**config.mk**
```make
export PLATFORM = sky130hd
export DESIGN_NAME = swl_top
export DESIGN_NICKNAME = d
export VERILOG_FILES = /design/src/common/swl_pkg.sv /design/src/rtl/swl_top.sv /design/src/rtl/swl_eval.sv
export SDC_FILE = /design/constraint.sdc
export NUM_CORES = 1
export LEC_CHECK = 0
export BUFFER_PORTS_ARGS = -buffer_cell sky130_fd_sc_hd__buf_2
export CAP_MARGIN = 20
export CELL_PAD_IN_SITES_DETAIL_PLACEMENT = 0
export CELL_PAD_IN_SITES_GLOBAL_PLACEMENT = 1
export CORE_ASPECT_RATIO = 0.75
export CORE_UTILIZATION = 31
export CTS_BUF_LIST = sky130_fd_sc_hd__clkbuf_2
export DETAILED_ROUTE_END_ITERATION = 6
export PLACE_DENSITY = 0.79
export SLEW_MARGIN = 5
export SYNTH_ARGS = -nofsm -noshare
export SYNTH_HDL_FRONTEND = slang
export SYNTH_SLANG_ARGS = --single-unit
```
**constraint.sdc**
```tcl
create_clock -name mclk -period 1.6 [get_ports mclk]
set_input_delay 0 -clock mclk [delete_from_list [all_inputs] [get_ports mclk]]
set_output_delay 0 -clock mclk [all_outputs]
set_load 0.02 [all_outputs]
```
**src/common/swl_pkg.sv**
```systemverilog
package swl_pkg;
   // Register map and field layout
   localparam logic [11:0] SWL_ADDR_SELECT = 12'hf0d;   // Wake logic select
   localparam logic [11:0] SWL_ADDR_STATUS = 12'hf10;   // Sticky wake status, read only
   localparam logic [11:0] SWL_ADDR_CLEAR  = 12'hf11;   // Write one to clear status
   localparam logic [11:0] SWL_ADDR_ENABLE = 12'hf12;   // Interrupt enable
   localparam logic [11:0] SWL_ADDR_CTRL   = 12'hf13;   // Port 2 selector
   localparam logic [11:0] SWL_ADDR_PORT3  = 12'hf14;   // Port 3 selector
   localparam int          SWL_LEVEL_BIT   = 6;
   localparam int          SWL_SRC_HI      = 4;
   localparam int          SWL_SRC_LO      = 2;
   localparam logic [2:0]  SWL_SRC_RESET   = 3'h0;
   localparam logic        SWL_LEVEL_RESET = 1'h0;
   localparam logic [7:0]  SWL_P2SEL_RESET = 8'h00;
   localparam logic [3:0]  SWL_P3SEL_RESET = 4'h0;
   localparam logic [1:0]  SWL_STAT_RESET  = 2'h0;
   // Status bits: 0 wake event seen, 1 source-register hit
   localparam int          SWL_ST_WAKE     = 0;
   localparam int          SWL_ST_LOGIC    = 1;
   // Source encodings
   typedef enum logic [2:0] {
      SWL_SRC_NONE       = 3'h0,
      SWL_SRC_NAND_P2LO  = 3'h1,
      SWL_SRC_NAND_P2ALL = 3'h2,
      SWL_SRC_NOR_P3     = 3'h3,
      SWL_SRC_NAND_P3    = 3'h4,
      SWL_SRC_NOR_P3P0   = 3'h5,
      SWL_SRC_NAND_P3P0  = 3'h6
   } swl_src_t;
   // Sequencer states
   typedef enum logic [2:0] {
      SWL_RUN   = 3'b001,
      SWL_STOP  = 3'b010,
      SWL_WAKE  = 3'b100
   } swl_state_t;
endpackage

```
**src/rtl/swl_top.sv**
```systemverilog
// The plain strobed port was left to the implementer.
`timescale 1ns/1ps
// Summary of operation
// Bits 4:2 of wake_logic_select choose one of six wake logic modes.
// Source field zero selects nothing and never raises a recovery event.
// Selected logic output equal to level bit 6 raises a recovery event.
// Level 0 wakes on low result, level 1 wakes on high result.
// Output pins and pins claimed by port 2/3 selectors are ignored.
// Port 2 wake pin selector survives stop mode recovery.
// Software writes 0 to reserved bit 7 and ignores its read value.
// Any selected recovery source, here or elsewhere, ends stop mode.
// Modes include NAND/NOR groups, one is NOR of three port 3 and two port 0 pins.
// Power-on reset clears level and source; recovery leaves them unchanged.
module swl_top
   import swl_pkg::*;
(
   input  wire logic        mclk,
   input  wire logic        sys_rst,
   input  wire logic [11:0] reg_addr,
   input  wire logic [7:0]  reg_wdata,
   input  wire logic        reg_wr,
   input  wire logic        reg_rd,
   output logic      [7:0]  reg_rdata,
   input  wire logic [7:0]  p0_in,
   input  wire logic [7:0]  p2_in,
   input  wire logic [3:0]  p3_in,
   input  wire logic [7:0]  p0_out_en,
   input  wire logic [7:0]  p2_out_en,
   input  wire logic [3:0]  p3_out_en,
   input  wire logic        stop_req,
   input  wire logic        other_wake,
   output logic             stop_mode,
   output logic             recovery,
   output logic             irq
);
   logic [2:0]  src;
   logic        level;
   logic [7:0]  p2_sel;
   logic [3:0]  p3_sel;
   logic [1:0]  status;
   logic [1:0]  irq_en;
   logic        hit;
   logic        logic_prev;
   swl_state_t  state;
   swl_state_t  next_state;

   // Address decode
   wire logic wr_select = reg_wr && (reg_addr == SWL_ADDR_SELECT);
   wire logic wr_clear  = reg_wr && (reg_addr == SWL_ADDR_CLEAR);
   wire logic wr_enable = reg_wr && (reg_addr == SWL_ADDR_ENABLE);
   wire logic wr_p2sel  = reg_wr && (reg_addr == SWL_ADDR_CTRL);
   wire logic wr_p3sel  = reg_wr && (reg_addr == SWL_ADDR_PORT3);

   // Reserved bit 7 is dropped, so software's value there has no effect
   always_ff @(posedge mclk or posedge sys_rst) begin
      if (sys_rst) begin
         src   <= SWL_SRC_RESET;
         level <= SWL_LEVEL_RESET;
      end else if (wr_select) begin
         src   <= reg_wdata[SWL_SRC_HI:SWL_SRC_LO];
         level <= reg_wdata[SWL_LEVEL_BIT];
      end
   end

   // Selectors reset only on power-on; recovery never touches them
   always_ff @(posedge mclk or posedge sys_rst) begin
      if (sys_rst) begin
         p2_sel <= SWL_P2SEL_RESET;
         p3_sel <= SWL_P3SEL_RESET;
      end else begin
         if (wr_p2sel) begin
            p2_sel <= reg_wdata;
         end
         if (wr_p3sel) begin
            p3_sel <= reg_wdata[3:0];
         end
      end
   end

   swl_eval u_eval (
      .mclk      (mclk),
      .sys_rst   (sys_rst),
      .src       (src),
      .level     (level),
      .p0_in     (p0_in),
      .p2_in     (p2_in),
      .p3_in     (p3_in),
      .p0_out_en (p0_out_en),
      .p2_out_en (p2_out_en),
      .p3_out_en (p3_out_en),
      .p2_sel    (p2_sel),
      .p3_sel    (p3_sel),
      .hit       (hit)
   );

   // Any source ends stop; only counts while stopped
   wire logic any_wake = hit | other_wake;

   // Next state; a wake request only counts while stopped
   always_comb begin
      next_state = state;
      case (state)
         SWL_RUN:  if (stop_req) next_state = SWL_STOP;
         SWL_STOP: if (any_wake) next_state = SWL_WAKE;
         SWL_WAKE: next_state = SWL_RUN;
         default:  next_state = SWL_RUN;
      endcase
   end

   // State register
   always_ff @(posedge mclk or posedge sys_rst) begin
      if (sys_rst) begin
         state <= SWL_RUN;
      end else begin
         state <= next_state;
      end
   end

   // Registered stop and recovery pulse outputs
   always_ff @(posedge mclk or posedge sys_rst) begin
      if (sys_rst) begin
         stop_mode <= 1'b0;
         recovery  <= 1'b0;
      end else begin
         stop_mode <= (next_state == SWL_STOP);
         recovery  <= (state == SWL_STOP) && any_wake;
      end
   end

   // Sticky status; an event in the clear cycle wins
   wire logic ev_wake  = (state == SWL_STOP) && any_wake;
   wire logic ev_logic = hit && !logic_prev;
   wire logic [1:0] ev = {ev_logic, ev_wake};
   wire logic [1:0] clr = wr_clear ? reg_wdata[1:0] : 2'h0;

   always_ff @(posedge mclk or posedge sys_rst) begin
      if (sys_rst) begin
         status     <= SWL_STAT_RESET;
         irq_en     <= SWL_STAT_RESET;
         logic_prev <= 1'b0;
      end else begin
         status     <= (status & ~clr) | ev;
         logic_prev <= hit;
         if (wr_enable) begin
            irq_en <= reg_wdata[1:0];
         end
      end
   end

   // Built from the next status, so a same-cycle event is not a cycle late
   always_ff @(posedge mclk or posedge sys_rst) begin
      if (sys_rst) begin
         irq <= 1'b0;
      end else begin
         irq <= |(((status & ~clr) | ev) & (wr_enable ? reg_wdata[1:0] : irq_en));
      end
   end

   // Read mux; write-only registers and unmapped addresses read zero
   wire logic [7:0] rd_mux =
      (reg_addr == SWL_ADDR_STATUS) ? {6'h00, status} :
      (reg_addr == SWL_ADDR_ENABLE) ? {6'h00, irq_en} : 8'h00;

   // Read data stand only in the cycle after the strobe
   always_ff @(posedge mclk or posedge sys_rst) begin
      if (sys_rst) begin
         reg_rdata <= 8'h00;
      end else begin
         reg_rdata <= reg_rd ? rd_mux : 8'h00;
      end
   end

   // Checks
   a_zero_no_hit: assert property (@(posedge mclk) disable iff (sys_rst)
      (src == 3'h0) |=> !hit)
      else $error("hit with source zero");
   a_src_capture: assert property (@(posedge mclk) disable iff (sys_rst)
      wr_select |=> (src == $past(reg_wdata[4:2])))
      else $error("source field not captured");
   a_level_capture: assert property (@(posedge mclk) disable iff (sys_rst)
      wr_select |=> (level == $past(reg_wdata[6])))
      else $error("level bit not captured");
   a_nor_p3p0: assert property (@(posedge mclk) disable iff (sys_rst)
      (src == 3'h5 && !level && p3_in[3:1] == 3'h0 && !p0_in[0] && !p0_in[7] && !wr_select)
      |=> !hit)
      else $error("nor mode wrong");
   a_excl_pin: assert property (@(posedge mclk) disable iff (sys_rst)
      (src == 3'h3 && level && (p3_sel[3:1] == 3'h7) && !wr_select && !wr_p3sel) |=> hit)
      else $error("excluded pins not ignored");
   a_wake_ends: assert property (@(posedge mclk) disable iff (sys_rst)
      (state == SWL_STOP && any_wake) |=> (recovery && state == SWL_WAKE) ##1 !stop_mode)
      else $error("stop not ended");
   a_sel_hold: assert property (@(posedge mclk) disable iff (sys_rst)
      (recovery && !$past(wr_p2sel)) |-> (p2_sel == $past(p2_sel)))
      else $error("selector lost on recovery");
   a_cfg_hold: assert property (@(posedge mclk) disable iff (sys_rst)
      !wr_select |=> $stable(src) && $stable(level))
      else $error("select register changed");
   a_hit_level: assert property (@(posedge mclk) disable iff (sys_rst)
      (src == 3'h2 && !level && p2_in == 8'hff && p2_out_en == 8'h00 && p2_sel == 8'h00
       && !wr_select && !wr_p2sel) |=> hit)
      else $error("equal compare wrong");

   // Register port: read data for one cycle after the strobe, zero otherwise
   a_rdata_idle: assert property (@(posedge mclk) disable iff (sys_rst)
      !reg_rd |=> (reg_rdata == 8'h00))
      else $error("read data not zero when idle");

   a_select_rd: assert property (@(posedge mclk) disable iff (sys_rst)
      (reg_rd && reg_addr == SWL_ADDR_SELECT) |=> (reg_rdata == 8'h00))
      else $error("write-only register read nonzero");

   a_status_rd: assert property (@(posedge mclk) disable iff (sys_rst)
      (reg_rd && reg_addr == SWL_ADDR_STATUS) |=> (reg_rdata == {6'h00, $past(status)}))
      else $error("status read wrong");

   a_enable_rd: assert property (@(posedge mclk) disable iff (sys_rst)
      (reg_rd && reg_addr == SWL_ADDR_ENABLE) |=> (reg_rdata == {6'h00, $past(irq_en)}))
      else $error("enable read wrong");

   // Selector and enable capture; selectors keep their value otherwise
   a_p2sel_capture: assert property (@(posedge mclk) disable iff (sys_rst)
      wr_p2sel |=> (p2_sel == $past(reg_wdata)))
      else $error("port 2 selector not captured");

   a_p3sel_capture: assert property (@(posedge mclk) disable iff (sys_rst)
      wr_p3sel |=> (p3_sel == $past(reg_wdata[3:0])))
      else $error("port 3 selector not captured");

   a_p2sel_hold: assert property (@(posedge mclk) disable iff (sys_rst)
      !wr_p2sel |=> $stable(p2_sel))
      else $error("port 2 selector changed");

   a_p3sel_hold: assert property (@(posedge mclk) disable iff (sys_rst)
      !wr_p3sel |=> $stable(p3_sel))
      else $error("port 3 selector changed");

   a_irq_en_capture: assert property (@(posedge mclk) disable iff (sys_rst)
      wr_enable |=> (irq_en == $past(reg_wdata[1:0])))
      else $error("interrupt enable not captured");

   // Mode functions with all pins taking part, and the unused code
   a_mode_unused: assert property (@(posedge mclk) disable iff (sys_rst)
      (src == 3'h7) |=> !hit)
      else $error("hit with unused source code");

   a_hit_needs_src: assert property (@(posedge mclk) disable iff (sys_rst)
      hit |-> ($past(src) != 3'h0))
      else $error("hit without a source");

   a_nand_p2lo: assert property (@(posedge mclk) disable iff (sys_rst)
      (src == 3'h1 && level && p2_in[3:0] == 4'h0 && (p2_out_en[3:0] | p2_sel[3:0]) == 4'h0)
      |=> hit)
      else $error("nand of low port 2 pins wrong");

   a_nand_p2all: assert property (@(posedge mclk) disable iff (sys_rst)
      (src == 3'h2 && level && p2_in == 8'h00 && (p2_out_en | p2_sel) == 8'h00)
      |=> hit)
      else $error("nand of port 2 pins wrong");

   a_nor_p3: assert property (@(posedge mclk) disable iff (sys_rst)
      (src == 3'h3 && level && p3_in[3:1] == 3'h0) |=> hit)
      else $error("nor of port 3 pins wrong");

   a_nand_p3: assert property (@(posedge mclk) disable iff (sys_rst)
      (src == 3'h4 && !level && p3_in[3:1] == 3'h7) |=> hit)
      else $error("nand of port 3 pins wrong");

   a_nand_p3p0: assert property (@(posedge mclk) disable iff (sys_rst)
      (src == 3'h6 && !level && p3_in[3:1] == 3'h7 && p0_in[0] && p0_in[7])
      |=> hit)
      else $error("nand of port 3 and port 0 pins wrong");

   a_nor_p3p0_hi: assert property (@(posedge mclk) disable iff (sys_rst)
      (src == 3'h5 && level && p3_in[3:1] == 3'h0 && !p0_in[0] && !p0_in[7])
      |=> hit)
      else $error("nor of port 3 and port 0 pins wrong");

   // Excluded pins take the gate's neutral value
   a_excl_out: assert property (@(posedge mclk) disable iff (sys_rst)
      (src == 3'h4 && !level && p3_out_en[3:1] == 3'h7) |=> hit)
      else $error("output pins not ignored");

   a_excl_p2: assert property (@(posedge mclk) disable iff (sys_rst)
      (src == 3'h2 && !level && (p2_out_en | p2_sel) == 8'hff) |=> hit)
      else $error("port 2 excluded pins not ignored");

   a_excl_p0: assert property (@(posedge mclk) disable iff (sys_rst)
      (src == 3'h5 && level && p3_in[3:1] == 3'h0 && p0_out_en[0] && p0_out_en[7])
      |=> hit)
      else $error("port 0 output pins not ignored");

   // Stop sequencing
   a_stop_entry: assert property (@(posedge mclk) disable iff (sys_rst)
      (state == SWL_RUN && stop_req) |=> (stop_mode && state == SWL_STOP))
      else $error("stop not entered");

   a_stop_stays: assert property (@(posedge mclk) disable iff (sys_rst)
      (state == SWL_STOP && !any_wake) |=> (stop_mode && !recovery))
      else $error("stop left without a source");

   a_rec_pulse: assert property (@(posedge mclk) disable iff (sys_rst)
      recovery |=> !recovery)
      else $error("recovery longer than one cycle");

   a_run_no_rec: assert property (@(posedge mclk) disable iff (sys_rst)
      (state != SWL_STOP) |=> !recovery)
      else $error("recovery outside stop");

   // Sticky status and interrupt level
   a_wake_status: assert property (@(posedge mclk) disable iff (sys_rst)
      ev_wake |=> status[SWL_ST_WAKE])
      else $error("wake status not set");

   a_logic_status: assert property (@(posedge mclk) disable iff (sys_rst)
      ev_logic |=> status[SWL_ST_LOGIC])
      else $error("logic status not set");

   a_status_clear: assert property (@(posedge mclk) disable iff (sys_rst)
      (wr_clear && reg_wdata[SWL_ST_WAKE] && !ev_wake) |=> !status[SWL_ST_WAKE])
      else $error("wake status not cleared");

   a_irq_level: assert property (@(posedge mclk) disable iff (sys_rst)
      irq == |(status & irq_en))
      else $error("interrupt level wrong");
endmodule

```
**src/rtl/swl_eval.sv**
```systemverilog
`timescale 1ns/1ps
// Combinational wake function, registered once
module swl_eval
   import swl_pkg::*;
(
   input  wire logic       mclk,
   input  wire logic       sys_rst,
   input  wire logic [2:0] src,
   input  wire logic       level,
   input  wire logic [7:0] p0_in,
   input  wire logic [7:0] p2_in,
   input  wire logic [3:0] p3_in,
   input  wire logic [7:0] p0_out_en,
   input  wire logic [7:0] p2_out_en,
   input  wire logic [3:0] p3_out_en,
   input  wire logic [7:0] p2_sel,
   input  wire logic [3:0] p3_sel,
   output logic            hit
);
   // Excluded pins are forced to the function's neutral value
   wire logic [7:0] p2_ex = p2_out_en | p2_sel;
   wire logic [3:0] p3_ex = p3_out_en | p3_sel;
   wire logic       p0_0_ex = p0_out_en[0];
   wire logic       p0_7_ex = p0_out_en[7];
   // NAND neutral is 1, NOR neutral is 0
   wire logic [7:0] p2_and = p2_in | p2_ex;
   wire logic [3:1] p3_and = p3_in[3:1] | p3_ex[3:1];
   wire logic [3:1] p3_or  = p3_in[3:1] & ~p3_ex[3:1];
   wire logic       p00_and = p0_in[0] | p0_0_ex;
   wire logic       p07_and = p0_in[7] | p0_7_ex;
   wire logic       p00_or  = p0_in[0] & ~p0_0_ex;
   wire logic       p07_or  = p0_in[7] & ~p0_7_ex;
   logic            func;
   logic            valid;
   // Six modes over fixed pin groups, plus code zero for no source
   always_comb begin
      func  = 1'b0;
      valid = 1'b1;
      case (swl_src_t'(src))
         SWL_SRC_NONE:       valid = 1'b0;
         SWL_SRC_NAND_P2LO:  func = ~&p2_and[3:0];
         SWL_SRC_NAND_P2ALL: func = ~&p2_and;
         SWL_SRC_NOR_P3:     func = ~|p3_or;
         SWL_SRC_NAND_P3:    func = ~&p3_and;
         SWL_SRC_NOR_P3P0:   func = ~(|p3_or | p00_or | p07_or);
         SWL_SRC_NAND_P3P0:  func = ~(&p3_and & p00_and & p07_and);
         default:            valid = 1'b0;
      endcase
   end
   // Equality with level raises the hit
   always_ff @(posedge mclk or posedge sys_rst) begin
      if (sys_rst) begin
         hit <= 1'b0;
      end else begin
         hit <= valid & (func == level);
      end
   end
endmodule

```
==> flow_summary.ini <==
[floorplan]
num_rows = 20
start_util = 0.336
io_pins = 77
die_h_um = 60.6
core_um2 = 4230
die_w_um = 80.2
die_area_um2 = 4860

[global_routing]
first_global_vias = 1259
track_usage = 0.154
grt_start_max_net_pins = 30
grt-ovfl-total = 0
antenna_found_initial = 0
grt_pass1_wl_um = 5550

[clock_network]
cts_buffers = 5
cts_root_buf = clkbuf_2
cts_tree = built
cts_buffer_depth = 2
clk_latency_ns = 0.35
cts_setup_buffers = 0
clkTransAtPathRegs_ns = 0.15
htreeDepth = 2
cts.sinks = 29

[routing]
drcViolationCount = 0
viasPerCell = 4.58
dr.pass1.iters = 4
antenna_left = 0
first_iter_violations = 46
post_drt_wl_per_cell_um = 12.1
vias = 1195
drt-total-wl_um = 3170

[critical_path]
cp_cell_sequence = or3_4 -> o311ai_4 -> a2111oi_4 -> o31ai_2 -> mux2_2
worst-path-max-fanout = 2
endpoint_kind = flop
r2r_slack_ns = 0.002
critPathBufInv = 0
critical-path-top-delay-family = compound AO/OA/AOI/OAI gates
crit_arrival_ns = 1.86
start_kind = flop
rr_worst_depth = 5
critPathRequiredTime_ns = 1.86
cp.depth = 5
critPathMaxStageDelay_ns = 0.41
slowest_stage = dfrtp_1
critPathKind = flop to flop

[timing]
worst_slack_ns = 0.00182
maxSlewViolCount = 0
fin_skew_ns = 0.0114
setup_viol = 0
rsz0062_at_grt = yes
hold_viol = 0
finalCritPeriodShare = 0.999
period_needed_ns = 1.60
max_freq_ghz = 0.626

[logic_synthesis]
ys_types = 38
netlist_area_um2 = 1420
syn_inst = 120
syn_avg_cell_area_um2 = 11.8
async_flop_share = 1.00
synth_flop_cell = dfrtp_1
synth_area_leader_cell = dfrtp_1
synth_warnings = 0
synth_seq_cells = 29
synth_area_leaders = dfrtp_1 49%, mux2_2 13%, nor3_1 3.9%, buf_4 3.2%, mux2i_1 2.1%
seq_area_frac_synth = 0.511
synth_edf_count = 0
synth_top_cell_area_share = 0.493

[power]
vdd_drop_max_mv = 0.544
p_per_area_nw_per_um2 = 717
p_leak_nw = 1.07

[final_layout]
num_antenna_cells = 0
final_common_cell = buf_2
final_core_util = 0.496
num-nets-final = 271
drive_gt1_frac = 0.524
syn2layout_area_growth_pct = 47.5
mostFrequentLayoutCells = 56 x buf_2, 28 x dfrtp_1, 16 x mux2_2

[placed_design]
port_buffers = 56
gp_congestion = 0.840
preCtsSetupSlack_ns = -0.161
hpwlAfterDp_um = 2420

[hold_path]
worstHoldPathType = input port to flop
hold_depth = 4

[job]
drv_cap = 0

[run_status]
status = completed
==> metrics by stage <==
step                power [mW]  instance area [µm²]  TNS (ns)  cells  hold slack (ns)
floorplan                0.987                 1440         0    125           0.0774
global placement          1.10                 1820   -0.0765    238           0.0425
detailed placement        1.10                 1820    -0.161    238           0.0452
CTS                       1.51                 2050   -0.0774    261           0.0421
global route              1.61                 2100   -0.0696    261           0.0321
finish                    1.50                 2100         0    261           0.0648
==> flip-flops by register name, summed over array words and instances (netlist names) <==
signal,count
p2_sel,8
p3_sel,3
src,3
state,3
irq_en,2
reg_rdata,2
status,2
irq,1
level,1
logic_prev,1
recovery,1
stop_mode,1
u_eval.hit,1
==> power breakdown <==
part           internal [mW]  switching (mW)  leakage [nW]  total, mW
clock network          0.110           0.252        0.0327      0.361
registers              0.797          0.0303         0.381      0.828
logic                  0.161           0.154         0.656      0.315
total                   1.07           0.436          1.07       1.50
==> timing repair <==
item	CTS	global route
resized for setup	9	8
pin swaps	4	3
setup endpoints to repair	1	1
hold endpoints to repair	55	0
hold buffers	15	0
==> cell families (layout without fill, tap and decap cells) <==
logic type      Yosys count  in the layout  synth area share
simple gates             40             40             0.187
flops                    29             29             0.511
mux                      20             20             0.158
compound gates           16             16            0.0845
buf+inv                  13             94            0.0502
other cells               1              6           0.00264
xor+xnor                  1              1           0.00616
==> final timing paths <==
check,start,endpoint
min in group asynchronous,sys_rst,p2_sel[5]$_DFFE_PP0P_
min reg2reg,u_eval.hit$_DFF_PP0_,logic_prev$_DFF_PP0_
min,reg_wr,irq_en[1]$_DFF_PP0_
max,p2_sel[4]$_DFFE_PP0P_,u_eval.hit$_DFF_PP0_
max reg2reg,p2_sel[4]$_DFFE_PP0P_,u_eval.hit$_DFF_PP0_
max in group asynchronous,sys_rst,state[0]$_DFF_PP1_
==> routing by layer <==
layer / global-route usage / part of all wire / routed length (µm)
met1: 0.193 / 0.48 / 1530
met5: 0 / 0 / 0
met4: 0.0536 / 0.013 / 40
met2: 0.255 / 0.43 / 1350
met3: 0.0511 / 0.078 / 247
==> Yosys cell counts (3+ instances only) <==
library cell and count:
nand4_1 3, nor3_1 11, buf_4 6, inv_1 7, mux2_2 16, dfrtp_1 28
mux2i_1 3, nor2_1 7, or3_1 3
==> area by class of cell <==
class | count | area, µm²
clock buffers | 6 | 30.0
clock inverters | 2 | 10.0
fillers | 401 | 2130
inverters | 7 | 26.3
multi-input cells | 83 | 732
flip-flops and latches | 29 | 727
well taps | 55 | 68.8
repair buffers | 79 | 503
==> tightest hold or removal path, stage by stage <==
cell and delay, ns:
buf_2 0.12, nand4b_2 0.12, mux2i_1 0.10, inv_1 0.06
(Power assumes the default switching activity.)
